--- config.mk ---
export PLATFORM = sky130hd
export DESIGN_NAME = rbx_exec
export DESIGN_NICKNAME = d
export VERILOG_FILES = /design/src/rtl/rbx_pkg.sv /design/src/rtl/rbx_phase_gen.sv /design/src/rtl/rbx_exec.sv
export SDC_FILE = /design/constraint.sdc
export NUM_CORES = 1
export LEC_CHECK = 0
export BUFFER_PORTS_ARGS = -buffer_cell sky130_fd_sc_hd__buf_2
export CORE_ASPECT_RATIO = 0.9
export CORE_MARGIN = 2
export CORE_UTILIZATION = 25
export DETAILED_ROUTE_END_ITERATION = 10
export GPL_ROUTABILITY_DRIVEN = 0
export HOLD_SLACK_MARGIN = 0.03
export SLEW_MARGIN = 20
export SYNTH_ARGS = -nofsm -noshare
export SYNTH_HDL_FRONTEND = slang
export SYNTH_HIERARCHICAL = 1
export SYNTH_SLANG_ARGS = --single-unit
--- constraint.sdc ---
create_clock -name clk -period 3.3 [get_ports clk]
set_input_delay 0 -clock clk [delete_from_list [all_inputs] [get_ports clk]]
set_output_delay 0 -clock clk [all_outputs]
set_load 0.03 [all_outputs]
--- src/rtl/rbx_pkg.sv ---
// Constants for the relative jump and file bit set executer.
// Assumes a core clock split into four one-clock phases per instruction cycle.
package rbx_pkg;

  // ********************
  // Phases
  // ********************
  localparam logic [1:0] PH_Q1 = 2'h0;
  localparam logic [1:0] PH_Q2 = 2'h1;
  localparam logic [1:0] PH_Q3 = 2'h2;
  localparam logic [1:0] PH_Q4 = 2'h3;
  localparam int NUM_PHASES = 4;

  // ********************
  // Opcodes
  // ********************
  localparam logic [7:0] OP_CARRY_CLEAR = 8'hE3;
  localparam logic [7:0] OP_NOT_NEGATIVE = 8'hE7;
  localparam logic [7:0] OP_NO_OVERFLOW = 8'hE5;
  localparam logic [7:0] OP_NONZERO = 8'hE1;
  localparam logic [7:0] OP_NEGATIVE = 8'hE6;
  localparam logic [4:0] OP_REL_JUMP = 5'h1A;
  localparam logic [3:0] OP_SET_BIT = 4'h8;

  // ********************
  // Fields
  // ********************
  localparam int BIT_LSB = 9;
  localparam int BIT_MSB = 11;
  localparam int ACCESS_FLAG = 8;
  localparam int SHORT_OFS_W = 8;
  localparam int LONG_OFS_W = 11;

  // ********************
  // Access bank split
  // ********************
  localparam logic [7:0] ACCESS_SPLIT = 8'h80;
  localparam logic [3:0] ACCESS_LO_BANK = 4'h0;
  localparam logic [3:0] ACCESS_HI_BANK = 4'hF;

  // ********************
  // Defaults
  // ********************
  localparam int PC_WIDTH = 21;
  localparam logic [15:0] OPCODE_RESET = 16'h0000;

  typedef enum logic [0:0] {
    ST_EXEC = 1'b0,
    ST_FLUSH = 1'b1
  } rbx_state_e;

endpackage : rbx_pkg

--- src/rtl/rbx_phase_gen.sv ---
// Four-phase sequencer for the instruction cycle.
// Assumes one clock; each phase lasts one clock.
`timescale 1ns/1ps
module rbx_phase_gen #(
  parameter int PHASES = rbx_pkg::NUM_PHASES
) (
  // Clock and reset
  input wire logic clk,
  input wire logic reset,
  // Phase out
  output logic [1:0] phase
);

  logic [1:0] next_phase;

  if (PHASES != rbx_pkg::NUM_PHASES) begin : g_phase_check
    $error("rbx_phase_gen serves exactly four phases");
  end

  always_comb begin
    next_phase = phase + 2'h1;
  end

  always_ff @(posedge clk or posedge reset) begin
    if (reset) begin
      phase <= rbx_pkg::PH_Q1;
    end else begin
      phase <= next_phase;
    end
  end

endmodule : rbx_phase_gen

--- src/rtl/rbx_exec.sv ---
// Decode and execute of flag-clear/flag-set relative jumps, the long relative jump and file bit set.
// Assumes opcode and incremented counter are valid in Q1 and file read data in Q2.
//
// How it works
// - High byte E3 jumps only while carry is 0.
// - High byte E7 jumps only while negative is 0.
// - High byte E5 jumps only while overflow is 0.
// - High byte E1 jumps only while zero is 0.
// - The low byte is a signed offset and a taken jump loads the incremented counter plus twice it.
// - A conditional jump is one word, one cycle if not taken and two if taken.
// - Q1 decodes, Q2 reads the offset, Q3 processes, Q4 writes the counter if taken; a second cycle is idle.
// - Pattern 11010 with an 11-bit signed offset is the unconditional relative jump.
// - The unconditional jump always loads counter plus twice offset and takes two cycles.
// - Pattern 1000 bbba ffffffff sets bit b of file register f in one cycle.
// - Access flag 0 uses the access bank, flag 1 uses the bank select value.
// - Bit set reads in Q2, modifies in Q3, writes in Q4 and leaves flags alone.
// - High byte E6 jumps only while negative is 1, with the same timing.
`timescale 1ns/1ps
module rbx_exec #(
  parameter int PC_W = rbx_pkg::PC_WIDTH
) (
  // Clock and reset
  input wire logic clk,
  input wire logic reset,
  // Instruction in
  input wire logic [15:0] opcode,
  input wire logic [PC_W-1:0] pc_inc,
  // Status flags
  input wire logic status_carry,
  input wire logic status_zero,
  input wire logic status_overflow,
  input wire logic status_negative,
  // Bank and file data
  input wire logic [3:0] bank_select_value,
  input wire logic [7:0] file_rdata,
  // Phase and cycle
  output logic [1:0] phase,
  output logic nop_cycle,
  output logic decoded,
  // Counter write
  output logic pc_load,
  output logic [PC_W-1:0] pc_value,
  // File access
  output logic file_rd,
  output logic file_wr,
  output logic [11:0] file_addr,
  output logic [7:0] file_wdata
);

  if (PC_W < rbx_pkg::LONG_OFS_W + 2) begin : g_pc_w_check
    $error("rbx_exec needs a wider counter");
  end

  // ********************
  // Phase sequencer
  // ********************
  logic [1:0] ph;

  rbx_phase_gen #(
    .PHASES(rbx_pkg::NUM_PHASES)
  ) u_phase (
    .clk(clk),
    .reset(reset),
    .phase(ph)
  );

  // ********************
  // Decode helpers
  // ********************
  rbx_pkg::rbx_state_e state, next_state;
  logic [15:0] instr, next_instr;
  logic valid, next_valid;
  logic [PC_W-1:0] pc_base, next_pc_base, next_pc_value;
  logic taken, next_taken;
  logic next_pc_load, next_file_rd, next_file_wr, next_nop_cycle, next_decoded;
  logic [11:0] next_file_addr;
  logic [7:0] next_file_wdata, bit_mask;
  logic [1:0] next_phase_out;
  logic is_cond, is_long, is_set, cond_true, in_set, in_ours;
  logic [PC_W-1:0] short_ofs, long_ofs;
  logic [3:0] bank;

  always_comb begin
    is_cond = (instr[15:8] == rbx_pkg::OP_CARRY_CLEAR) || (instr[15:8] == rbx_pkg::OP_NOT_NEGATIVE) ||
              (instr[15:8] == rbx_pkg::OP_NO_OVERFLOW) || (instr[15:8] == rbx_pkg::OP_NONZERO) ||
              (instr[15:8] == rbx_pkg::OP_NEGATIVE);
    is_long = instr[15:11] == rbx_pkg::OP_REL_JUMP;
    is_set = instr[15:12] == rbx_pkg::OP_SET_BIT;
    in_set = opcode[15:12] == rbx_pkg::OP_SET_BIT;
    in_ours = in_set || (opcode[15:11] == rbx_pkg::OP_REL_JUMP) || (opcode[15:12] == 4'hE);
    case (instr[15:8])
      rbx_pkg::OP_CARRY_CLEAR: cond_true = !status_carry;
      rbx_pkg::OP_NOT_NEGATIVE: cond_true = !status_negative;
      rbx_pkg::OP_NO_OVERFLOW: cond_true = !status_overflow;
      rbx_pkg::OP_NONZERO: cond_true = !status_zero;
      rbx_pkg::OP_NEGATIVE: cond_true = status_negative;
      default: cond_true = 1'b0;
    endcase
    short_ofs = {{(PC_W-rbx_pkg::SHORT_OFS_W-1){instr[7]}}, instr[7:0], 1'b0};
    long_ofs = {{(PC_W-rbx_pkg::LONG_OFS_W-1){instr[10]}}, instr[10:0], 1'b0};
    bit_mask = 8'h01 << instr[rbx_pkg::BIT_MSB:rbx_pkg::BIT_LSB];
    if (opcode[rbx_pkg::ACCESS_FLAG]) begin
      bank = bank_select_value;
    end else if (opcode[7:0] < rbx_pkg::ACCESS_SPLIT) begin
      bank = rbx_pkg::ACCESS_LO_BANK;
    end else begin
      bank = rbx_pkg::ACCESS_HI_BANK;
    end
  end

  // ********************
  // Phase activity
  // ********************
  always_comb begin
    next_state = state;
    next_instr = instr;
    next_valid = valid;
    next_pc_base = pc_base;
    next_pc_value = pc_value;
    next_taken = taken;
    next_pc_load = 1'b0;
    next_file_rd = 1'b0;
    next_file_wr = 1'b0;
    next_file_addr = file_addr;
    next_file_wdata = file_wdata;
    next_nop_cycle = nop_cycle;
    next_decoded = decoded;
    next_phase_out = ph + 2'h1;
    case (ph)
      rbx_pkg::PH_Q1: begin
        if (state == rbx_pkg::ST_EXEC) begin
          next_instr = opcode;
          next_valid = 1'b1;
          next_decoded = in_ours;
          next_pc_base = pc_inc;
          if (in_set) begin
            next_file_rd = 1'b1;
            next_file_addr = {bank, opcode[7:0]};
          end
        end else begin
          next_valid = 1'b0;
          next_decoded = 1'b0;
        end
      end
      rbx_pkg::PH_Q2: begin
        next_taken = valid && ((is_cond && cond_true) || is_long);
        next_pc_value = pc_base + (is_long ? long_ofs : short_ofs);
        if (valid && is_set) begin
          next_file_wdata = file_rdata | bit_mask;
        end
      end
      rbx_pkg::PH_Q3: begin
        next_pc_load = taken;
        next_file_wr = valid && is_set;
      end
      rbx_pkg::PH_Q4: begin
        if (state == rbx_pkg::ST_EXEC && taken) begin
          next_state = rbx_pkg::ST_FLUSH;
          next_nop_cycle = 1'b1;
        end else begin
          next_state = rbx_pkg::ST_EXEC;
          next_nop_cycle = 1'b0;
        end
        next_taken = 1'b0;
      end
      default: begin
        next_state = rbx_pkg::ST_EXEC;
      end
    endcase
  end

  always_ff @(posedge clk or posedge reset) begin
    if (reset) begin
      state <= rbx_pkg::ST_EXEC;
      instr <= rbx_pkg::OPCODE_RESET;
      valid <= 1'b0;
      pc_base <= '0;
      pc_value <= '0;
      taken <= 1'b0;
      pc_load <= 1'b0;
      file_rd <= 1'b0;
      file_wr <= 1'b0;
      file_addr <= 12'h000;
      file_wdata <= 8'h00;
      nop_cycle <= 1'b0;
      decoded <= 1'b0;
      phase <= rbx_pkg::PH_Q2;
    end else begin
      state <= next_state;
      instr <= next_instr;
      valid <= next_valid;
      pc_base <= next_pc_base;
      pc_value <= next_pc_value;
      taken <= next_taken;
      pc_load <= next_pc_load;
      file_rd <= next_file_rd;
      file_wr <= next_file_wr;
      file_addr <= next_file_addr;
      file_wdata <= next_file_wdata;
      nop_cycle <= next_nop_cycle;
      decoded <= next_decoded;
      phase <= next_phase_out;
    end
  end
endmodule : rbx_exec

==> summary.txt, run 1 <==
Timing
  • Clock skew: 0.00995 ns
  • Setup violators final: 0
  • RSZ-0062 raised after global routing: no
  • Setup tns final: 0 ns
  • Final worst path period need: 2.98 ns
  • Peak Freq: 335 MHz
  • Final Cycle Share: 90.4%
  • Slew HR: 38.1%
  • Hold Violations, Final: 0
  • Worst-margin pin slew: 0.929 ns
  • Max Slew Vio Count: 0

Drt
  • Vias per inst: 4.33
  • DRC errors left: 0
  • WL/cell: 13.5 µm
  • Routed Antenna Nets: 0
  • Final wirelength: 11.8 mm
  • DR pass1 iterations: 4
  • DRT iter0 DRCs: 237
  • DR vias: 3797

Die
  • Core area: 17600 µm²
  • Site row count: 46
  • Die span in y: 131 µm
  • Starting Density: 25.5%
  • Die Footprint: 19000 µm²
  • IO Count: 103
  • Die width: 145 µm

Yosys
  • Post-Syn Nets: 556
  • Primary FF master, synth: dfrtp_1
  • Sequential share of the synthesized area: 49.8%
  • Mapped Area: 4470 µm²
  • Number of enable flip-flop cells after synthesis: 0
  • Synth area leader: dfrtp_1
  • Mapped Cells: 475
  • Area share of the largest cell type after synthesis: 49.3%
  • Async S/R FF share, synth: 100%
  • Yosys warning count: 6
  • Flop and latch count out of synthesis: 89
  • Leading post-synthesis cells by cell area: dfrtp_1 49%, nand2_1 12%, ha_1 7.0%
  • Post-synthesis cell type count: 47
  • Mean Syn Cell Area: 9.41 µm²

Setup path
  • CP Launch Type: flip-flop
  • CP arrival: 3.21 ns
  • CP required: 3.53 ns
  • Cell family with the largest share of critical-path delay: simple AND/OR/NAND/NOR gates
  • R2R Setup Slk: 0.32 ns
  • Crit path cell chain: nor2b_2 > nand4b_2 > mux2i_1 > inv_2 > ha_1 > and2_1 > and3_1 > a211o_1 > a31oi_1 > xnor2_1 > mux2_2
  • R2r endpoint: pc_value[19]
  • Worst path slowest cell: dfrtp_1
  • R2r worst-path depth: 11
  • CP peak stage delay: 0.45 ns
  • RR Startpoint: instr[11]
  • CP Capture Type: flip-flop
  • Crit Path Max Fanout: 10
  • Kind of critical path: reg -> reg
  • Buf+Inv Stages, Crit Path: 1

Finish
  • Commonest non-fill, non-tap cells in the layout: 143 x nand2_1, 102 x buf_2, 88 x dfrtp_1
  • Most common cell after layout, fill and taps aside: nand2_1
  • Layout Nets: 712
  • Area growth syn-to-layout: 35.9%
  • # diodes: 0
  • Share of layout cells above drive strength 1: 24.4%
  • FILL cells: 1843

Pwr
  • Final Total Pwr: 3.26 mW
  • Power per cell area: 537 nW/µm²
  • P_leak: 2.97 nW
  • Peak supply drop: 0.228 mV

Run status
  • Status: finished clean

Clocking
  • Root Buffer: clkbuf_16
  • Htree depth: 3
  • Num CTS Buffers: 9
  • Clk buf depth: 2
  • Reg clk slew, reported paths: 0.07 ns
  • CTS tree: done
  • Clock Sinks: 89
  • Worst skew pair latency: 0.35 ns

Global routing
  • GRT overflow: 0
  • Vias in the first global route: 3798
  • Pin count of the biggest net entering global routing: 52
  • Tot GR Track Use: 12.9%
  • First-pass GRT wire length: 19.3 mm
  • Antenna violations before repair: 1

Place
  • Detailed placement HPWL: 8.37 mm
  • Port bufs: 102

Flow run
  • Max cap viols: 0

Worst hold path
  • Hold crit path type: in -> async
## per-layer routing
| layer | share of wire (%) | GRT usage, % |
|---|---|---|
| met3 | 3.8 | 2.60 |
| met4 | 2.1 | 5.82 |
| met1 | 48 | 17.1 |
| met5 | 0 | 0 |
| met2 | 46 | 20.8 |
## metrics by stage
stage	setup WS (ns)	area, µm²	utilization (%)	hold slack [ns]	cells
CTS	0.226	6070	34.6	0.0303	876
floorplan	0.482	4470	-	-0.259	475
finish	0.317	6070	34.6	0.0413	876
global placement	0.278	5270	30.0	-0.125	808
global route	0.00547	6070	34.6	0.0515	876
detailed placement	0.257	5270	30.0	-0.127	808
## synthesized netlist by cell type (2+ instances only)
master	instances
nand2_1	143
nand2b_1	2
o21bai_1	2
nor2_1	19
o21ai_1	5
o21ai_0	17
ha_1	25
xnor2_1	13
a221o_1	2
a31oi_1	11
a21oi_2	2
nand3_1	11
clkbuf_1	14
and4_1	2
nor2b_1	3
nor3_1	2
xor2_1	5
a21oi_1	35
and3_1	3
a21o_1	4
and2_1	3
mux2_2	18
inv_1	21
dfrtp_1	88
a211oi_1	2
o221ai_1	2
## repair_timing
item	in CTS	in global routing
setup endpoints to repair	0	3
hold buffers	52	0
resized for setup	0	1
endpoints found under the hold margin	108	0
buffers inserted	0	0
## state kept, by name, indices dropped and copies added (netlist names), 2 cells and up
register,flops
u_phase/phase,2
instr,16
phase,2
file_addr,12
file_wdata,8
pc_value,21
pc_base,21
## logic make-up (layout without fill, tap and decap cells)
| logic type | after synthesis | after routing | synth area share (%) |
|---|---|---|---|
| simple gates | 194 | 194 | 18.3 |
| compound gates | 91 | 91 | 12.5 |
| flops | 89 | 89 | 49.8 |
| buf+inv | 37 | 198 | 3.11 |
| fa+ha+maj | 26 | 26 | 7.44 |
| mux | 20 | 20 | 5.26 |
| xor+xnor | 18 | 18 | 3.53 |
## layout make-up
type / instances / area (µm²) / share of cell area [%]
clock buffer: 9 / 225 / 3.71
clock inverter: 7 / 55.1 / 0.906
inverter: 22 / 83.8 / 1.38
multi-input combinational: 349 / 2110 / 34.7
sequential: 89 / 2230 / 36.7
tap: 240 / 300 / 4.94
timing repair buffer: 160 / 1080 / 17.7
## power breakdown
| group | switching, mW | total, mW | internal (mW) |
|---|---|---|---|
| Sequential | 0.0946 | 1.34 | 1.24 |
| Clock | 0.463 | 0.977 | 0.514 |
| Combinational | 0.580 | 0.950 | 0.370 |
## worst min-delay path, cell delays in order
cell and delay, ns:
dlygate4sd3_1 0.52, buf_2 0.13, inv_1 0.08
## how the worst max path moves through the flow
stage	start	endpoint	depth (start not counted)	slack, ns
after floorplan	instr[11]	pc_value[16]	12	0.48
after global placement	instr[11]	pc_value[16]	12	0.28
after detailed placement	instr[11]	pc_value[16]	12	0.26
after CTS	instr[11]	pc_value[19]	11	0.23
after global routing	instr[11]	pc_value[18]	12	0.005
final	instr[11]	pc_value[19]	11	0.32
(Power assumes the default switching activity.)
==> run 2, diff against run 1 <==
--- a/config.mk
+++ b/config.mk
@@ -6,7 +6,6 @@
 export NUM_CORES = 1
 export LEC_CHECK = 0
 export BUFFER_PORTS_ARGS = -buffer_cell sky130_fd_sc_hd__buf_2
-export CORE_ASPECT_RATIO = 0.9
 export CORE_MARGIN = 2
 export CORE_UTILIZATION = 25
 export DETAILED_ROUTE_END_ITERATION = 10
@@ -15,5 +14,4 @@
 export SLEW_MARGIN = 20
 export SYNTH_ARGS = -nofsm -noshare
 export SYNTH_HDL_FRONTEND = slang
-export SYNTH_HIERARCHICAL = 1
 export SYNTH_SLANG_ARGS = --single-unit
==> run 2 against run 1 <==
Against the previous run: total power up 7.6%; cell area increased by 1.3%; area after synthesis is 0.48% higher; synthesized cell count increased by 4.2%; non-clock buffer count increased by 1; cell count grew 0.80%; critical endpoint is now pc_value[20]; routed wire length increased by 2.0%; global-route usage is 0.25 points higher.
==> summary.txt, run 2 <==
Yosys
  • Most instantiated library cell after synthesis: nand2_1
  • Post-Syn Nets: 576 (+3.6%)
  • Number of enable flip-flop cells after synthesis: 0 (unchanged)
  • Leading post-synthesis cells by cell area: dfrtp_1 48%, nand2_1 14%, ha_1 7.0%
  • Primary FF master, synth: dfrtp_1
  • Mapped Cells: 495 (+4.2%)
  • Async S/R FF share, synth: 100% (unchanged)
  • Area share of the largest cell type after synthesis: 48.5% (-0.79 points)
  • Synth area leader: dfrtp_1
  • Post-synthesis cell type count: 48 (+2.1%)
  • Sequential share of the synthesized area: 49.1% (-0.79 points)
  • Mean Syn Cell Area: 9.07 µm² (-3.6%)
  • Mapped Area: 4490 µm² (+0.48%)
  • Flop and latch count out of synthesis: 88 (-1.1%)
  • Synth top cells by count: 166 x nand2_1, 87 x dfrtp_1, 27 x o21ai_0
  • Yosys warning count: 0 (-6)

Finish
  • # diodes: 0 (unchanged)
  • Area growth syn-to-layout: 37.0%
  • Layout Nets: 730 (+2.5%)
  • Commonest non-fill, non-tap cells in the layout: 166 x nand2_1, 102 x buf_2, 87 x dfrtp_1
  • FILL cells: 1880 (+2.0%)
  • Final Util: 34.6% (about the same)
  • Top Registers: pc_base x21, pc_value x21, instr x16
  • Share of layout cells above drive strength 1: 21.6% (-2.8 points)
  • Most common cell after layout, fill and taps aside: nand2_1

Place
  • Port bufs: 102 (unchanged)
  • Detailed placement HPWL: 8.67 mm (+3.6%)

Setup path
  • R2R Setup Slk: 0.29 ns (-0.03 ns)
  • Worst path slowest cell: dfrtp_1
  • CP peak stage delay: 0.41 ns (-0.04 ns)
  • Kind of critical path: reg -> reg
  • CP required: 3.53 ns (about the same)
  • CP arrival: 3.24 ns (+0.03 ns)
  • R2r endpoint: pc_value[20]
  • Crit path cell chain: nor2b_1 > nand4_1 > mux2i_2 > inv_2 > ha_1 > a21o_1 > a31oi_1 > o221ai_1 > a21oi_1 > a211oi_1 > or3b_1
  • Setup crit start: instr[13]
  • R2r worst-path depth: 11 (unchanged)
  • CP Capture Type: flip-flop
  • Crit Path Max Fanout: 10 (unchanged)
  • CP Launch Type: flip-flop
  • RR Startpoint: instr[13]

Drt
  • DR vias: 3963 (+4.4%)
  • DRT iter0 DRCs: 278 (+17%)
  • DRC errors left: 0 (unchanged)
  • Final wirelength: 12.0 mm (+2.0%)
  • DR pass1 iterations: 4 (unchanged)
  • Vias per inst: 4.49 (+3.5%)
  • Routed Antenna Nets: 0 (unchanged)
  • WL/cell: 13.6 µm (+1.2%)

Global routing
  • Antenna violations before repair: 0 (-1)
  • GRT overflow: 0 (unchanged)
  • Vias in the first global route: 3993 (+5.1%)
  • Tot GR Track Use: 13.2% (+0.25 points)
  • Pin count of the biggest net entering global routing: 42 (-19%)
  • First-pass GRT wire length: 20.5 mm (+6.2%)

Worst hold path
  • WHS Path Cells: 6
  • Hold crit path type: in -> reg
  • Hold Path Sink: taken
  • Launch point of the worst hold path: status_carry

Pwr
  • Peak supply drop: 0.292 mV (+28%)
  • P_leak: 3.03 nW (+1.9%)
  • Power per cell area: 571 nW/µm² (+6.2%)
  • Final Total Pwr: 3.51 mW (+7.6%)

Clocking
  • Clock Sinks: 88 (-1.1%)
  • Reg clk slew, reported paths: 0.06 ns (about the same)
  • Root Buffer: clkbuf_16
  • Htree depth: 3 (unchanged)
  • Worst skew pair latency: 0.35 ns (about the same)
  • CTS tree: done
  • Clk buf depth: 2 (unchanged)
  • Num CTS Buffers: 9 (unchanged)

Die
  • Die span in y: 138 µm (+5.5%)
  • Starting Density: 25.3% (-0.20 points)
  • Core area: 17800 µm² (+1.3%)
  • Die width: 138 µm (-4.8%)
  • Site row count: 49 (+6.5%)
  • Die Footprint: 19100 µm² (+0.45%)
  • IO Count: 103 (unchanged)

Timing
  • Clock skew: 0.00811 ns (-0.00184 ns)
  • Slew HR: 51.8% (+14 points)
  • Final Cycle Share: 91.2% (+0.82 points)
  • Final worst path period need: 3.01 ns (+0.0271 ns)
  • Peak Freq: 332 MHz (-0.90%)
  • Setup violators final: 0 (unchanged)
  • Hold Violations, Final: 0 (unchanged)
  • Setup tns final: 0 ns (unchanged)
  • Worst-margin pin slew: 0.722 ns (-0.207 ns)
  • RSZ-0062 raised after global routing: no
  • Max Slew Vio Count: 0 (unchanged)

Flow run
  • Max cap viols: 0 (unchanged)

Run status
  • Status: finished clean
run 2: logic make-up (layout without fill, tap and decap cells):
kind of cell / count (synthesis) / count (layout) / share of synthesized area, %
AND/OR/NAND/NOR: 219 / 219 / 20.3
AO/OA/AOI/OAI: 104 / 104 / 15.5
flip-flops: 88 / 88 / 49.1
buffers and inverters: 38 / 197 / 3.29
adder cells (fa/ha/maj): 26 / 26 / 7.41
multiplexers: 11 / 11 / 2.70
XOR/XNOR: 9 / 9 / 1.75
run 2: worst max path at each step:
stage,to,slack [ns],cells after the start
2_1_floorplan,pc_value[20],0.45,12
5_1_grt,pc_value[20],0.04,11
4_1_cts,pc_value[20],0.16,11
6_report,pc_value[20],0.29,11
3_5_place_dp,pc_value[20],0.18,11
3_3_place_gp,pc_value[20],0.27,11
run 2: timing repair:
action | in CTS | in global routing
setup endpoints to repair | 0 | 1
buffers inserted | 0 | 0
endpoints found under the hold margin | 97 | 0
gates resized for setup | 0 | 2
hold buffers | 52 | 0
run 2: power breakdown:
group	internal, mW	switching (mW)
Clock	0.818	0.425
Sequential	1.23	0.0964
Combinational	0.352	0.589
run 2: layout make-up:
class | count | area [µm²] | area share [%]
Clock buffer | 12 | 236 | 3.84
Timing Repair Buffer | 161 | 1080 | 17.6
Clock inverter | 4 | 120 | 1.95
Tap cell | 229 | 287 | 4.66
Sequential cell | 88 | 2200 | 35.8
Inverter | 20 | 76.3 | 1.24
Multi-Input combinational cell | 369 | 2150 | 34.9
run 2: layer usage:
metal	global-route usage (%)	routed length [µm]
met1	17.4	5670
met2	21.5	5670
met3	2.15	392
met4	5.85	307
met5	0	0
run 2: worst max-delay path: cells and delay by family (launching register included):
kind / cells / cell delay [ns]
adder cells (fa/ha/maj): 1 / 0.40
AO/OA/AOI/OAI: 5 / 0.93
multiplexers: 1 / 0.31
buffers and inverters: 1 / 0.16
AND/OR/NAND/NOR: 3 / 0.68
flip-flops: 1 / 0.41
run 2: through the flow:
stage / cells / hold WS, ns / setup slack [ns] / area, µm²
6_report: 883 / 0.158 / 0.290 / 6150
5_1_grt: 883 / 0.260 / 0.0365 / 6150
4_1_cts: 883 / 0.167 / 0.157 / 6150
3_5_place_dp: 815 / 0.133 / 0.183 / 5270
3_3_place_gp: 815 / 0.134 / 0.268 / 5270
2_1_floorplan: 495 / 0.105 / 0.447 / 4490
